$ cat config.mk
export PLATFORM = sky130hd
export DESIGN_NAME = keypad_matrix_scanner
export DESIGN_NICKNAME = d
export VERILOG_FILES = /design/src/verilog/keypad_matrix_scanner.v
export VERILOG_INCLUDE_DIRS = /design/src /design/src/verilog
export SDC_FILE = /design/constraint.sdc
export NUM_CORES = 1
export LEC_CHECK = 0
export BUFFER_PORTS_ARGS = -buffer_cell sky130_fd_sc_hd__buf_2
export CAP_MARGIN = 10
export CORE_MARGIN = 2
export CORE_UTILIZATION = 44
export CTS_CLUSTER_SIZE = 28
export DETAILED_ROUTE_END_ITERATION = 10
export GPL_TIMING_DRIVEN = 0
export HOLD_SLACK_MARGIN = 0.12
export MAX_ROUTING_LAYER = met4
export SYNTH_ARGS = -nofsm -noshare
export SYNTH_HDL_FRONTEND = slang
export SYNTH_SLANG_ARGS = --single-unit
$ cat constraint.sdc
create_clock -name mclk -period 4.8 [get_ports mclk]
set_input_delay 0.24 -clock mclk [delete_from_list [all_inputs] [get_ports mclk]]
set_output_delay 0.24 -clock mclk [all_outputs]
set_load 0.02 [all_outputs]
$ cat src/verilog/keypad_scanner_defines.vh
// register offsets, field positions, reset values and timing counts
// for the keypad matrix scanner; included by its bare name
`ifndef KEYPAD_SCANNER_DEFINES_VH
`define KEYPAD_SCANNER_DEFINES_VH

// ------------------------------------------------------------------
// register offsets
// ------------------------------------------------------------------
`define KP_ADDR_MASTER_CLOCK 16'h008F
`define KP_ADDR_KEY_INT_CTRL 16'hFF94
`define KP_ADDR_SCAN_TIMING 16'hFF90
`define KP_ADDR_ORDER_LOW 16'hFF91
`define KP_ADDR_ORDER_HIGH 16'hFF92
`define KP_ADDR_SCAN_STATE 16'hFF93
`define KP_ADDR_SCAN_CTRL 16'hFF95
`define KP_ADDR_EVT_STATUS 16'hFF96
`define KP_ADDR_EVT_CLEAR 16'hFF97
`define KP_ADDR_EVT_ENABLE 16'hFF98
`define KP_ADDR_KEY_CODE 16'hFF99

// ------------------------------------------------------------------
// field positions
// ------------------------------------------------------------------
`define KP_MCLK_KEY_CLK_DIS 6
`define KP_INT_PD_MUX 7
`define KP_INT_IRQ_EN 1
`define KP_INT_IRQ_FLAG 0
`define KP_CTRL_SCAN_EN 0
`define KP_TIMING_RATE_LSB 0
`define KP_TIMING_DEB_LSB 4
`define KP_EVT_FOUND 0
`define KP_EVT_RELEASE 1
`define KP_EVT_OVERRUN 2

// ------------------------------------------------------------------
// reset values
// ------------------------------------------------------------------
`define KP_RST_MASTER_CLOCK 8'h0A
`define KP_RST_KEY_INT_CTRL 8'h00
`define KP_RST_SCAN_TIMING 8'h0_0
`define KP_RST_ORDER_LOW 8'h88
`define KP_RST_ORDER_HIGH 8'h46
`define KP_RST_SCAN_CTRL 8'h00
`define KP_RST_EVT 3'h0

// ------------------------------------------------------------------
// timing
// ------------------------------------------------------------------
`define KP_CLK_MHZ 10
`define KP_TICK_US 1000
`define KP_TICK_CYCLES (`KP_TICK_US * `KP_CLK_MHZ)

`endif
$ cat src/verilog/keypad_matrix_scanner.v
// keypad matrix scanner: five driven columns, six sensed rows,
// debounce timer, key code capture, interrupt and clock gating
// assumes rows pulled up externally and synchronous to mclk;
// register port is a plain strobe bus with read data a cycle later
`timescale 1ns/1ps
`include "keypad_scanner_defines.vh"

module keypad_matrix_scanner #(
   parameter TICK_CYCLES = `KP_TICK_CYCLES
)
(
   input wire mclk,
   input wire sys_rst,
   input wire [15:0] regAddr,
   input wire [7:0] regWrData,
   input wire regWr,
   input wire regRd,
   output reg [7:0] regRdData_ff,
   input wire [5:0] rowIn,
   output reg [4:0] colOut_ff,
   input wire powerDownBit,
   output wire powerdownMuxSelect,
   output wire keyIrq
);

   // ---------------------------------------------------------------
   // state codes
   // ---------------------------------------------------------------
   localparam [1:0] ST_IDLE = 2'h0;
   localparam [1:0] ST_SCAN = 2'h1;
   localparam [1:0] ST_DEBOUNCE = 2'h2;
   localparam [1:0] ST_RELEASE = 2'h3;
   localparam [2:0] LAST_SLOT = 3'h4;
   localparam [13:0] TICK_LAST = TICK_CYCLES - 1;
   localparam [7:0] INT_CTRL_RST = `KP_RST_KEY_INT_CTRL;
   localparam [7:0] ORDER_HIGH_RST = `KP_RST_ORDER_HIGH;

   // ---------------------------------------------------------------
   // registers
   // ---------------------------------------------------------------
   reg [7:0] masterClock_ff;
   reg keyIrqEnable_ff;
   reg keyIrqFlag_ff;
   reg pdMuxSel_ff;
   reg [7:0] scanTiming_ff;
   reg [7:0] orderLow_ff;
   reg [6:0] orderHigh_ff;
   reg scanEnable_ff;
   reg [2:0] evtStatus_ff;
   reg [2:0] evtEnable_ff;
   reg [5:0] keyCode_ff;
   reg [1:0] state_ff;
   reg [2:0] slot_ff;
   reg [3:0] waitCnt_ff;
   reg [13:0] tickCnt_ff;
   reg [5:0] rowSnap_ff;

   reg [1:0] nxt_state;
   reg [2:0] nxt_slot;
   reg [3:0] nxt_waitCnt;
   reg [5:0] nxt_rowSnap;
   reg [5:0] nxt_keyCode;
   reg [4:0] nxt_colOut;
   reg evFound;
   reg evRelease;

   wire keyClockDisable;
   wire keyClockOn;
   wire tick;
   wire [14:0] orderAll;
   wire [2:0] slotCol [0:4];
   wire [2:0] curCol;
   wire [3:0] scanRate;
   wire [3:0] debounceTicks;
   wire anyRowLow;
   wire [4:0] colDrive;
   wire wrMaster;
   wire wrIntCtrl;
   wire rdIntCtrl;
   wire wrEvtClear;
   wire evOverrun;
   wire [2:0] evtSet;

   // ---------------------------------------------------------------
   // decode and gating
   // ---------------------------------------------------------------
   assign wrMaster = regWr && (regAddr == `KP_ADDR_MASTER_CLOCK);
   assign wrIntCtrl = regWr && (regAddr == `KP_ADDR_KEY_INT_CTRL);
   assign rdIntCtrl = regRd && (regAddr == `KP_ADDR_KEY_INT_CTRL);
   assign wrEvtClear = regWr && (regAddr == `KP_ADDR_EVT_CLEAR);

   assign keyClockDisable = masterClock_ff[`KP_MCLK_KEY_CLK_DIS];
   // register bit left alone in power-down, function still stops
   assign keyClockOn = !keyClockDisable && !powerDownBit;

   assign scanRate = scanTiming_ff[`KP_TIMING_RATE_LSB +: 4];
   assign debounceTicks = scanTiming_ff[`KP_TIMING_DEB_LSB +: 4];
   assign orderAll = {orderHigh_ff, orderLow_ff};
   assign anyRowLow = (rowIn != 6'h3F);
   assign tick = keyClockOn && (state_ff != ST_IDLE) && (tickCnt_ff == TICK_LAST);

   // ---------------------------------------------------------------
   // column order slots and drivers
   // ---------------------------------------------------------------
   genvar g;
   generate
      for (g = 0; g < 5; g = g + 1)
      begin : gen_col
         assign slotCol[g] = orderAll[3 * g +: 3];
         assign colDrive[g] = !((nxt_state != ST_IDLE) &&
                                (slotCol[nxt_slot] == g));
      end
   endgenerate

   assign curCol = slotCol[slot_ff];

   // lowest numbered row pulled low
   function [2:0] firstLowRow;
      input [5:0] rows;
      integer i;
      begin
         firstLowRow = 3'h0;
         for (i = 5; i >= 0; i = i - 1)
         begin
            if (!rows[i])
            begin
               firstLowRow = i[2:0];
            end
         end
      end
   endfunction

   // ---------------------------------------------------------------
   // tick divider
   // ---------------------------------------------------------------
   always @(posedge mclk)
   begin
      if (sys_rst || !scanEnable_ff || (state_ff == ST_IDLE))
      begin
         tickCnt_ff <= 14'h0000;
      end
      else if (keyClockOn)
      begin
         if (tickCnt_ff == TICK_LAST)
         begin
            tickCnt_ff <= 14'h0000;
         end
         else
         begin
            tickCnt_ff <= tickCnt_ff + 14'h0001;
         end
      end
   end

   // ---------------------------------------------------------------
   // scan sequencer
   // ---------------------------------------------------------------
   always @*
   begin
      nxt_state = state_ff;
      nxt_slot = slot_ff;
      nxt_waitCnt = waitCnt_ff;
      nxt_rowSnap = rowSnap_ff;
      nxt_keyCode = keyCode_ff;
      evFound = 1'b0;
      evRelease = 1'b0;
      if (!scanEnable_ff)
      begin
         nxt_state = ST_IDLE;
         nxt_slot = 3'h0;
         nxt_waitCnt = 4'h0;
      end
      else if (keyClockOn)
      begin
         case (state_ff)
            ST_IDLE:
            begin
               nxt_state = ST_SCAN;
               nxt_slot = 3'h0;
               nxt_waitCnt = 4'h0;
            end
            ST_SCAN:
            begin
               if (tick)
               begin
                  if (waitCnt_ff == scanRate)
                  begin
                     nxt_waitCnt = 4'h0;
                     if (anyRowLow)
                     begin
                        nxt_state = ST_DEBOUNCE;
                        nxt_rowSnap = rowIn;
                     end
                     else
                     begin
                        nxt_slot = (slot_ff == LAST_SLOT) ? 3'h0 : slot_ff + 3'h1;
                     end
                  end
                  else
                  begin
                     nxt_waitCnt = waitCnt_ff + 4'h1;
                  end
               end
            end
            ST_DEBOUNCE:
            begin
               if (tick)
               begin
                  if (waitCnt_ff == debounceTicks)
                  begin
                     nxt_waitCnt = 4'h0;
                     if (rowIn == rowSnap_ff)
                     begin
                        nxt_state = ST_RELEASE;
                        nxt_keyCode = {firstLowRow(rowSnap_ff), curCol};
                        evFound = 1'b1;
                     end
                     else
                     begin
                        nxt_state = ST_SCAN;
                        nxt_slot = (slot_ff == LAST_SLOT) ? 3'h0 : slot_ff + 3'h1;
                     end
                  end
                  else
                  begin
                     nxt_waitCnt = waitCnt_ff + 4'h1;
                  end
               end
            end
            default:
            begin
               if (tick && !anyRowLow)
               begin
                  nxt_state = ST_SCAN;
                  nxt_waitCnt = 4'h0;
                  nxt_slot = (slot_ff == LAST_SLOT) ? 3'h0 : slot_ff + 3'h1;
                  evRelease = 1'b1;
               end
            end
         endcase
      end
   end

   always @*
   begin
      nxt_colOut = colDrive;
   end

   always @(posedge mclk)
   begin
      if (sys_rst)
      begin
         state_ff <= ST_IDLE;
         slot_ff <= 3'h0;
         waitCnt_ff <= 4'h0;
         rowSnap_ff <= 6'h3F;
         keyCode_ff <= 6'h00;
         colOut_ff <= 5'h1F;
      end
      else
      begin
         state_ff <= nxt_state;
         slot_ff <= nxt_slot;
         waitCnt_ff <= nxt_waitCnt;
         rowSnap_ff <= nxt_rowSnap;
         keyCode_ff <= nxt_keyCode;
         // columns hold while the keypad clock is stopped with scanning enabled; with scanning off they still return to idle
         if (!scanEnable_ff || keyClockOn)
         begin
            colOut_ff <= nxt_colOut;
         end
      end
   end

   // ---------------------------------------------------------------
   // control registers
   // ---------------------------------------------------------------
   always @(posedge mclk)
   begin
      if (sys_rst)
      begin
         masterClock_ff <= `KP_RST_MASTER_CLOCK;
         keyIrqEnable_ff <= INT_CTRL_RST[`KP_INT_IRQ_EN];
         pdMuxSel_ff <= INT_CTRL_RST[`KP_INT_PD_MUX];
         scanTiming_ff <= `KP_RST_SCAN_TIMING;
         orderLow_ff <= `KP_RST_ORDER_LOW;
         orderHigh_ff <= ORDER_HIGH_RST[6:0];
         scanEnable_ff <= 1'b0;
         evtEnable_ff <= `KP_RST_EVT;
      end
      else if (regWr)
      begin
         if (wrMaster)
         begin
            masterClock_ff <= regWrData;
         end
         else if (wrIntCtrl)
         begin
            keyIrqEnable_ff <= regWrData[`KP_INT_IRQ_EN];
            pdMuxSel_ff <= regWrData[`KP_INT_PD_MUX];
         end
         else if (regAddr == `KP_ADDR_SCAN_TIMING)
         begin
            scanTiming_ff <= regWrData;
         end
         else if (regAddr == `KP_ADDR_ORDER_LOW)
         begin
            orderLow_ff <= regWrData;
         end
         else if (regAddr == `KP_ADDR_ORDER_HIGH)
         begin
            orderHigh_ff <= regWrData[6:0];
         end
         else if (regAddr == `KP_ADDR_SCAN_CTRL)
         begin
            scanEnable_ff <= regWrData[`KP_CTRL_SCAN_EN];
         end
         else if (regAddr == `KP_ADDR_EVT_ENABLE)
         begin
            evtEnable_ff <= regWrData[2:0];
         end
      end
   end

   // ---------------------------------------------------------------
   // key flag and event status
   // ---------------------------------------------------------------
   assign evOverrun = evFound && keyIrqFlag_ff;
   assign evtSet = {evOverrun, evRelease, evFound};

   always @(posedge mclk)
   begin
      if (sys_rst)
      begin
         keyIrqFlag_ff <= 1'b0;
         evtStatus_ff <= `KP_RST_EVT;
      end
      else
      begin
         // a new key in the reading cycle keeps the flag set
         if (evFound)
         begin
            keyIrqFlag_ff <= 1'b1;
         end
         else if (rdIntCtrl)
         begin
            keyIrqFlag_ff <= 1'b0;
         end
         if (wrEvtClear)
         begin
            evtStatus_ff <= (evtStatus_ff & ~regWrData[2:0]) | evtSet;
         end
         else
         begin
            evtStatus_ff <= evtStatus_ff | evtSet;
         end
      end
   end

   assign keyIrq = (keyIrqFlag_ff && keyIrqEnable_ff) ||
                   ((evtStatus_ff & evtEnable_ff) != 3'h0);
   assign powerdownMuxSelect = pdMuxSel_ff;

   // ---------------------------------------------------------------
   // read port
   // ---------------------------------------------------------------
   always @(posedge mclk)
   begin
      if (sys_rst)
      begin
         regRdData_ff <= 8'h00;
      end
      else if (!regRd)
      begin
         regRdData_ff <= 8'h00;
      end
      else if (regAddr == `KP_ADDR_MASTER_CLOCK)
      begin
         regRdData_ff <= masterClock_ff;
      end
      else if (regAddr == `KP_ADDR_KEY_INT_CTRL)
      begin
         regRdData_ff <= {pdMuxSel_ff, 5'h00, keyIrqEnable_ff, keyIrqFlag_ff};
      end
      else if (regAddr == `KP_ADDR_SCAN_TIMING)
      begin
         regRdData_ff <= scanTiming_ff;
      end
      else if (regAddr == `KP_ADDR_ORDER_LOW)
      begin
         regRdData_ff <= orderLow_ff;
      end
      else if (regAddr == `KP_ADDR_ORDER_HIGH)
      begin
         regRdData_ff <= {1'b0, orderHigh_ff};
      end
      else if (regAddr == `KP_ADDR_SCAN_STATE)
      begin
         regRdData_ff <= {1'b0, keyClockOn, state_ff, 1'b0, slot_ff};
      end
      else if (regAddr == `KP_ADDR_SCAN_CTRL)
      begin
         regRdData_ff <= {7'h00, scanEnable_ff};
      end
      else if (regAddr == `KP_ADDR_EVT_STATUS)
      begin
         regRdData_ff <= {5'h00, evtStatus_ff};
      end
      else if (regAddr == `KP_ADDR_EVT_ENABLE)
      begin
         regRdData_ff <= {5'h00, evtEnable_ff};
      end
      else if (regAddr == `KP_ADDR_KEY_CODE)
      begin
         regRdData_ff <= {2'h0, keyCode_ff};
      end
      else
      begin
         regRdData_ff <= 8'h00;
      end
   end

endmodule

== Word-level counts from Yosys, hierarchy flattened ==
Index checks and enable logic that the tools add are counted.
Word-level totals
  flip-flop bits (word level): 89
  word-level logic and storage cells: 174
Operators by class
  add/sub/neg operators: 3
  magnitude comparators: 2
  equal/unequal tests: 25
  muxes and demuxes: 63
  bitwise operators: 15
  reduce and logical (&&, ||, !) cells: 48
Operators by type and width (number)
  $eq A16 B16 Y1 const B: 10
  $mux W3: 21
  $mux W8: 4
  $mux W6: 4
  $mux W4: 5
  $bmux W3 S3: 2
  $mux W2: 9
  $reduce_and A6 Y1: 3
  $eq A16 B8 Y1 const B: 1
  $logic_and A1 B1 Y1: 15
  $add A14 B1 Y14 const B: 1
  $eq A14 B14 Y1 const B: 1
  $mux W14: 1
  $mux W7: 2
  $mux W1: 12
  $pmux W4 S3: 1
  $logic_not A1 Y1: 9
  $pmux W3 S3: 1
  $eq A4 B4 Y1: 2
  $ge A4 B4 Y1 const B: 2
  $not A1 Y1: 8
  $not A3 Y4: 2
  $reduce_and A4 Y1: 2
  $reduce_and A8 Y1: 1
  26 further kinds: 37

== Logic depth before layout (Yosys ltp) ==
  word-level depth: 16
  gate-level depth with buffers: 12
  depth with buffers taken out: 11

== Worst setup path after synthesis ==
OpenSTA, ideal clock, no wires.
  kind: reg-to-reg
  start: register tickCnt_ff[7]
  end: register colOut_ff[0]
  library setup time: 0.131 ns
  arrival time: 3.229 ns
  data required time: 4.669 ns
  path slack: 1.440 ns
  stages on the path, launching flop included: 10
  path buffers: 0
  clock period less this slack: 3.360 ns
  path through: dfxtp_1 -> or4b_4 -> or4_4 -> nor4_4 -> mux2_4 -> a221o_4 -> nand2_2 -> mux2_4 -> a211oi_2 -> a31oi_1
Between the ends
  cells in the longest elaborated chain, start to end: 14
  elaborated cells on any way between the ends: 23
Ends and longest elaborated chain
  start: declaration: RTL line keypad_matrix_scanner.v:55  | reg [13:0] tickCnt_ff;
  start signal: assignment: RTL line keypad_matrix_scanner.v:150  | tickCnt_ff <= tickCnt_ff + 14'h0001;
  $eq A14 B14 Y1 (*): RTL line keypad_matrix_scanner.v:100  | assign tick = keyClockOn && (state_ff != ST_IDLE) && (tickCnt_ff == TICK_LAST);
  $logic_and A1 B1 Y1 (*): RTL line keypad_matrix_scanner.v:100
  $logic_and A1 B1 Y1: RTL line keypad_matrix_scanner.v:232  | if (tick && !anyRowLow)
  $mux W3: RTL line keypad_matrix_scanner.v:232
  $pmux W3 S3: RTL line keypad_matrix_scanner.v:175  | case (state_ff)
  $mux W3: RTL line keypad_matrix_scanner.v:173  | else if (keyClockOn)
  $mux W3: RTL line keypad_matrix_scanner.v:167  | if (!scanEnable_ff)
  $not A3 Y4 (not written as such): RTL line keypad_matrix_scanner.v:111  | (slotCol[nxt_slot] == g));
  $bmux W3 S3: RTL line keypad_matrix_scanner.v:111
  $mux W3 (not written as such) (2 in a row): RTL line keypad_matrix_scanner.v:111
  $logic_not A3 Y1: RTL line keypad_matrix_scanner.v:111
  $logic_and A1 B1 Y1 (*): RTL line keypad_matrix_scanner.v:110  | assign colDrive[g] = !((nxt_state != ST_IDLE) &&
  $logic_not A1 Y1 (*): RTL line keypad_matrix_scanner.v:110
  end signal: assignment: RTL line keypad_matrix_scanner.v:270  | colOut_ff <= nxt_colOut;
  end: declaration: RTL line keypad_matrix_scanner.v:20  | output reg [4:0] colOut_ff,
Every way passes the cells marked *; elsewhere a longest branch is shown, timed or not. The select of a mux whose other input is x is not followed.
A chain may end at the register's enable or synchronous reset.

== Final worst setup path ==
  start: register state_ff[1]
  end: register colOut_ff[1]
Between the ends
  cells in the longest elaborated chain, start to end: 15
  elaborated cells on any way between the ends: 30
Ends and longest elaborated chain
  start: declaration: RTL line keypad_matrix_scanner.v:52  | reg [1:0] state_ff;
  start signal: assignment: RTL line keypad_matrix_scanner.v:262  | state_ff <= nxt_state;
  $reduce_bool A2 Y1: RTL line keypad_matrix_scanner.v:100
  $logic_and A1 B1 Y1 (2 in a row): RTL line keypad_matrix_scanner.v:100
  $logic_and A1 B1 Y1: RTL line keypad_matrix_scanner.v:232
  $mux W3: RTL line keypad_matrix_scanner.v:232
  $pmux W3 S3: RTL line keypad_matrix_scanner.v:175
  $mux W3: RTL line keypad_matrix_scanner.v:173
  $mux W3: RTL line keypad_matrix_scanner.v:167
  $not A3 Y4 (not written as such): RTL line keypad_matrix_scanner.v:111
  $bmux W3 S3: RTL line keypad_matrix_scanner.v:111
  $mux W3 (not written as such) (2 in a row): RTL line keypad_matrix_scanner.v:111
  $eq A3 B1 Y1: RTL line keypad_matrix_scanner.v:111
  $logic_and A1 B1 Y1 (*): RTL line keypad_matrix_scanner.v:110
  $logic_not A1 Y1 (*): RTL line keypad_matrix_scanner.v:110
Marks and branches as above.

==> metrics.cfg <==
[drt]
vias = 4578
wl_per_cell_um = 18.6
drt_iter0_markers = 237
postRouteAntennaNets = 0
vias_per_cell = 5.79
drt_wl_total_um = 14700
drtPass1Iterations = 5
drc = 0

[final_layout]
syn_to_final_growth_pct = 13.8
drive_gt1_frac = 0.149
fillerInstances = 1064
instances_no_fill = 790
multi_input_area_sq_um = 2960
layout.area.seq_sq_um = 1780
antenna_cells = 0
nets = 690
finish.utilization = 0.516

[die]
rows = 38
core_area_sq_um = 10900
ios = 50
dieHeight_um = 110
fp.dieW_um = 110
start_util = 0.453
dieArea_sq_um = 12100

[global_route]
track_usage = 0.264
grtUsageMet3 = 0.0306
grt_start_max_net_pins = 17
grt_util_met1 = 0.328
overflow = 0
grt_pass1_wl_um = 23300
antenna_found_initial = 0
grt_pass1_vias = 4445
grt_use_met2 = 0.438
top_usage_layer = met2

[worst_setup_path]
cp_cell_sequence = inv_1, ha_1, nand3b_1, or4_1, nor3_1, mux2i_1, o31ai_4, mux2i_1, nor2_1, nor4_1, a31oi_1
cp.required_ns = 5.03
worst-path-stages = 11
path_buf_inv = 1
crit_top_cell = mux2i_1
worst-setup-path-type = register to register
crit_path_top_delay_cell = or4_1
critPathTopFamily = simple AND/OR/NAND/NOR gates
slowest_delay_ns = 0.59
crit_path_start_kind = register
critical_path.max_fanout = 8
arrival_ns = 3.90
r2r.worst_path.cells = 11
end_kind = register

[timing]
setup-tns-final_ns = 0
timing.final.ws_setup_ns = 1.12
skew_ns = 0.0110
worstMarginPinSlew_ns = 1.17
whs_ns = 0.178
period_minus_slack_ns = 3.68
slew_violations = 0
rsz0062_at_grt = false
fin_crit_sh = 0.766
timing.final.hold_violations = 0
setup_violations = 0
slew_headroom = 0.214
fmax_mhz = 272

[synth]
syn_area_sq_um = 4950
synth_top_area_share = 0.360
synthTopCellsByCount = dfxtp_1 (89), nor2_1 (88), nand2_1 (50)
yosys.area.top_type = dfxtp_1
synth_nets = 632
synth_most_common_cell = dfxtp_1
synth_area_leaders = dfxtp_1 (36%), mux2i_1 (6.9%), nor2_1 (6.7%), nand2_1 (3.8%), a21oi_1 (2.9%)
ys_ff_latch = 89
synth_edf_count = 0
syn_inst = 588
avgSynthCellArea_sq_um = 8.43
yosysWarnings = 0
ys_types = 69
ys.flop_type = dfxtp_1
async_flop_share = 0
ys_seq_area_frac = 0.360

[cts]
post_cts.repair.setup_buffers = 0
cts_buffer_depth = 2
clkTransAtPathRegs_ns = 0.07
cts_sinks = 89
cts_buffers = 9
cts_max_level = 3
worstSkewPairLatency_ns = 0.36
cts_resized = 0
cts_hold_buffers = 0
cts_root_buf = clkbuf_16
cts_tree = yes

[min_path]
worstHoldPathType = primary input to register
hold_depth = 4

[power]
irDropWorstVdd_mv = 0.177
power_density_nw_per_um2 = 265
leakagePower_nw = 2.07

[job]
drv_cap = 0

[placement]
dp_cells = 775
io_buffer_count = 47
place.gp.congestion = 0.894
dp.final_hpwl_um = 11100
pre_cts_slack_ns = 1.16

[run_status]
outcome = completed

==> logic make-up (layout without fill, tap and decap cells) <==
logic type,Yosys count,count (layout),share of synthesized area
AO/OA/AOI/OAI,120,120,0.177
XOR/XNOR,27,27,0.0477
adder cells (fa/ha/maj),9,9,0.0227
buffers and inverters,50,112,0.0429
flip-flops,89,89,0.360
multiplexers,44,44,0.104
AND/OR/NAND/NOR,249,249,0.246
==> per-layer routing <==
metal	wire length, um	vias up
li1	-	2231
met2	6930	126
met5	0	-
met4	374	0
met1	6760	2197
met3	636	24
==> cell type report <==
type	count	share of cell area
plain buffers	30	0.0244
multi-input cells	449	0.525
flip-flops and latches	89	0.316
clock buffers	9	0.0399
clock inverters	6	0.00865
repair buffers	47	0.0417
inverters	20	0.0133
well taps	140	0.0311
==> path summary, 6_finish.rpt <==
check	from	endpoint	slack, ns
hold / removal	regRd	keyIrqFlag_ff	0.18
hold reg to reg	keyCode_ff[5]	keyCode_ff[5]	0.46
setup / recovery	state_ff[1]	colOut_ff[1]	1.12
setup reg to reg	state_ff[1]	colOut_ff[1]	1.12
==> where the power goes <==
| part | switching [W] | internal [W] | leakage (nW) | total (W) |
|---|---|---|---|---|
| Clock | 0.000329 | 0.000357 | 0.137 | 0.000686 |
| Sequential | 0.00000000350 | 0.000738 | 0.717 | 0.000738 |
| Combinational | 0.0000479 | 0.0000229 | 1.21 | 0.0000707 |
==> cells in the final DEF, fill, tap and decap left out, types with 3 or more instances in the layout <==
master     synthesis  routed
nand4_1           12      12
and3_1             5       5
buf_2              2      49
nand2b_1           9       9
dfxtp_1           89      89
clkbuf_16          0       9
clkbuf_1          24      24
nor4_1             7       7
a21oi_1           29      29
ha_1               9       9
buf_6              3       3
o21ai_0           18      18
nor2b_1            8       8
a21o_1             5       5
or2_2              4       4
or3_1              4       4
nand3b_1           4       4
nand2_1           50      50
a222oi_1           4       4
mux2i_1           34      34
nor2_1            88      88
a221oi_1           4       4
a211o_1           13      13
mux4_2             5       5
o21a_1             3       3
nor3b_1            3       3
xnor2_1           14      14
a22o_1             4       4
inv_1             19      19
xor2_1            13      13
inv_6              0       5
nand3_1           27      27
nor3_1            13      13
mux2_2             3       3
a31oi_1            8       8
a22oi_1            8       8
==> worst register-to-register path: cells and delay by family (launching register included) <==
family / cells / cell delay [ns]
fa+ha+maj: 1 / 0.31
mux: 2 / 0.42
buf+inv: 1 / 0.15
compound gates: 2 / 0.62
flops: 1 / 0.50
simple gates: 5 / 1.55
==> registers in the layout, indices dropped and copies added (netlist names) <==
signal and cells:
waitCnt_ff 4, rowSnap_ff 6, powerdownMuxSelect 1, slot_ff 3, keyIrqFlag_ff 1, keyIrqEnable_ff 1
evtStatus_ff 3, masterClock_ff 8, colOut_ff 5, evtEnable_ff 3, scanEnable_ff 1, orderLow_ff 8
state_ff 2, tickCnt_ff 14, orderHigh_ff 7, keyCode_ff 6, regRdData_ff 8, scanTiming_ff 8
==> metrics by stage <==
| step | instance area, sq um | total power (W) |
|---|---|---|
| global route | 5640 | 0.00153 |
| floorplan | 4950 | 0.000787 |
| detailed placement | 5370 | 0.000825 |
| global placement | 5370 | 0.000824 |
| CTS | 5640 | 0.00150 |
| finish | 5640 | 0.00149 |
Power figures use the tool's default switching activity.
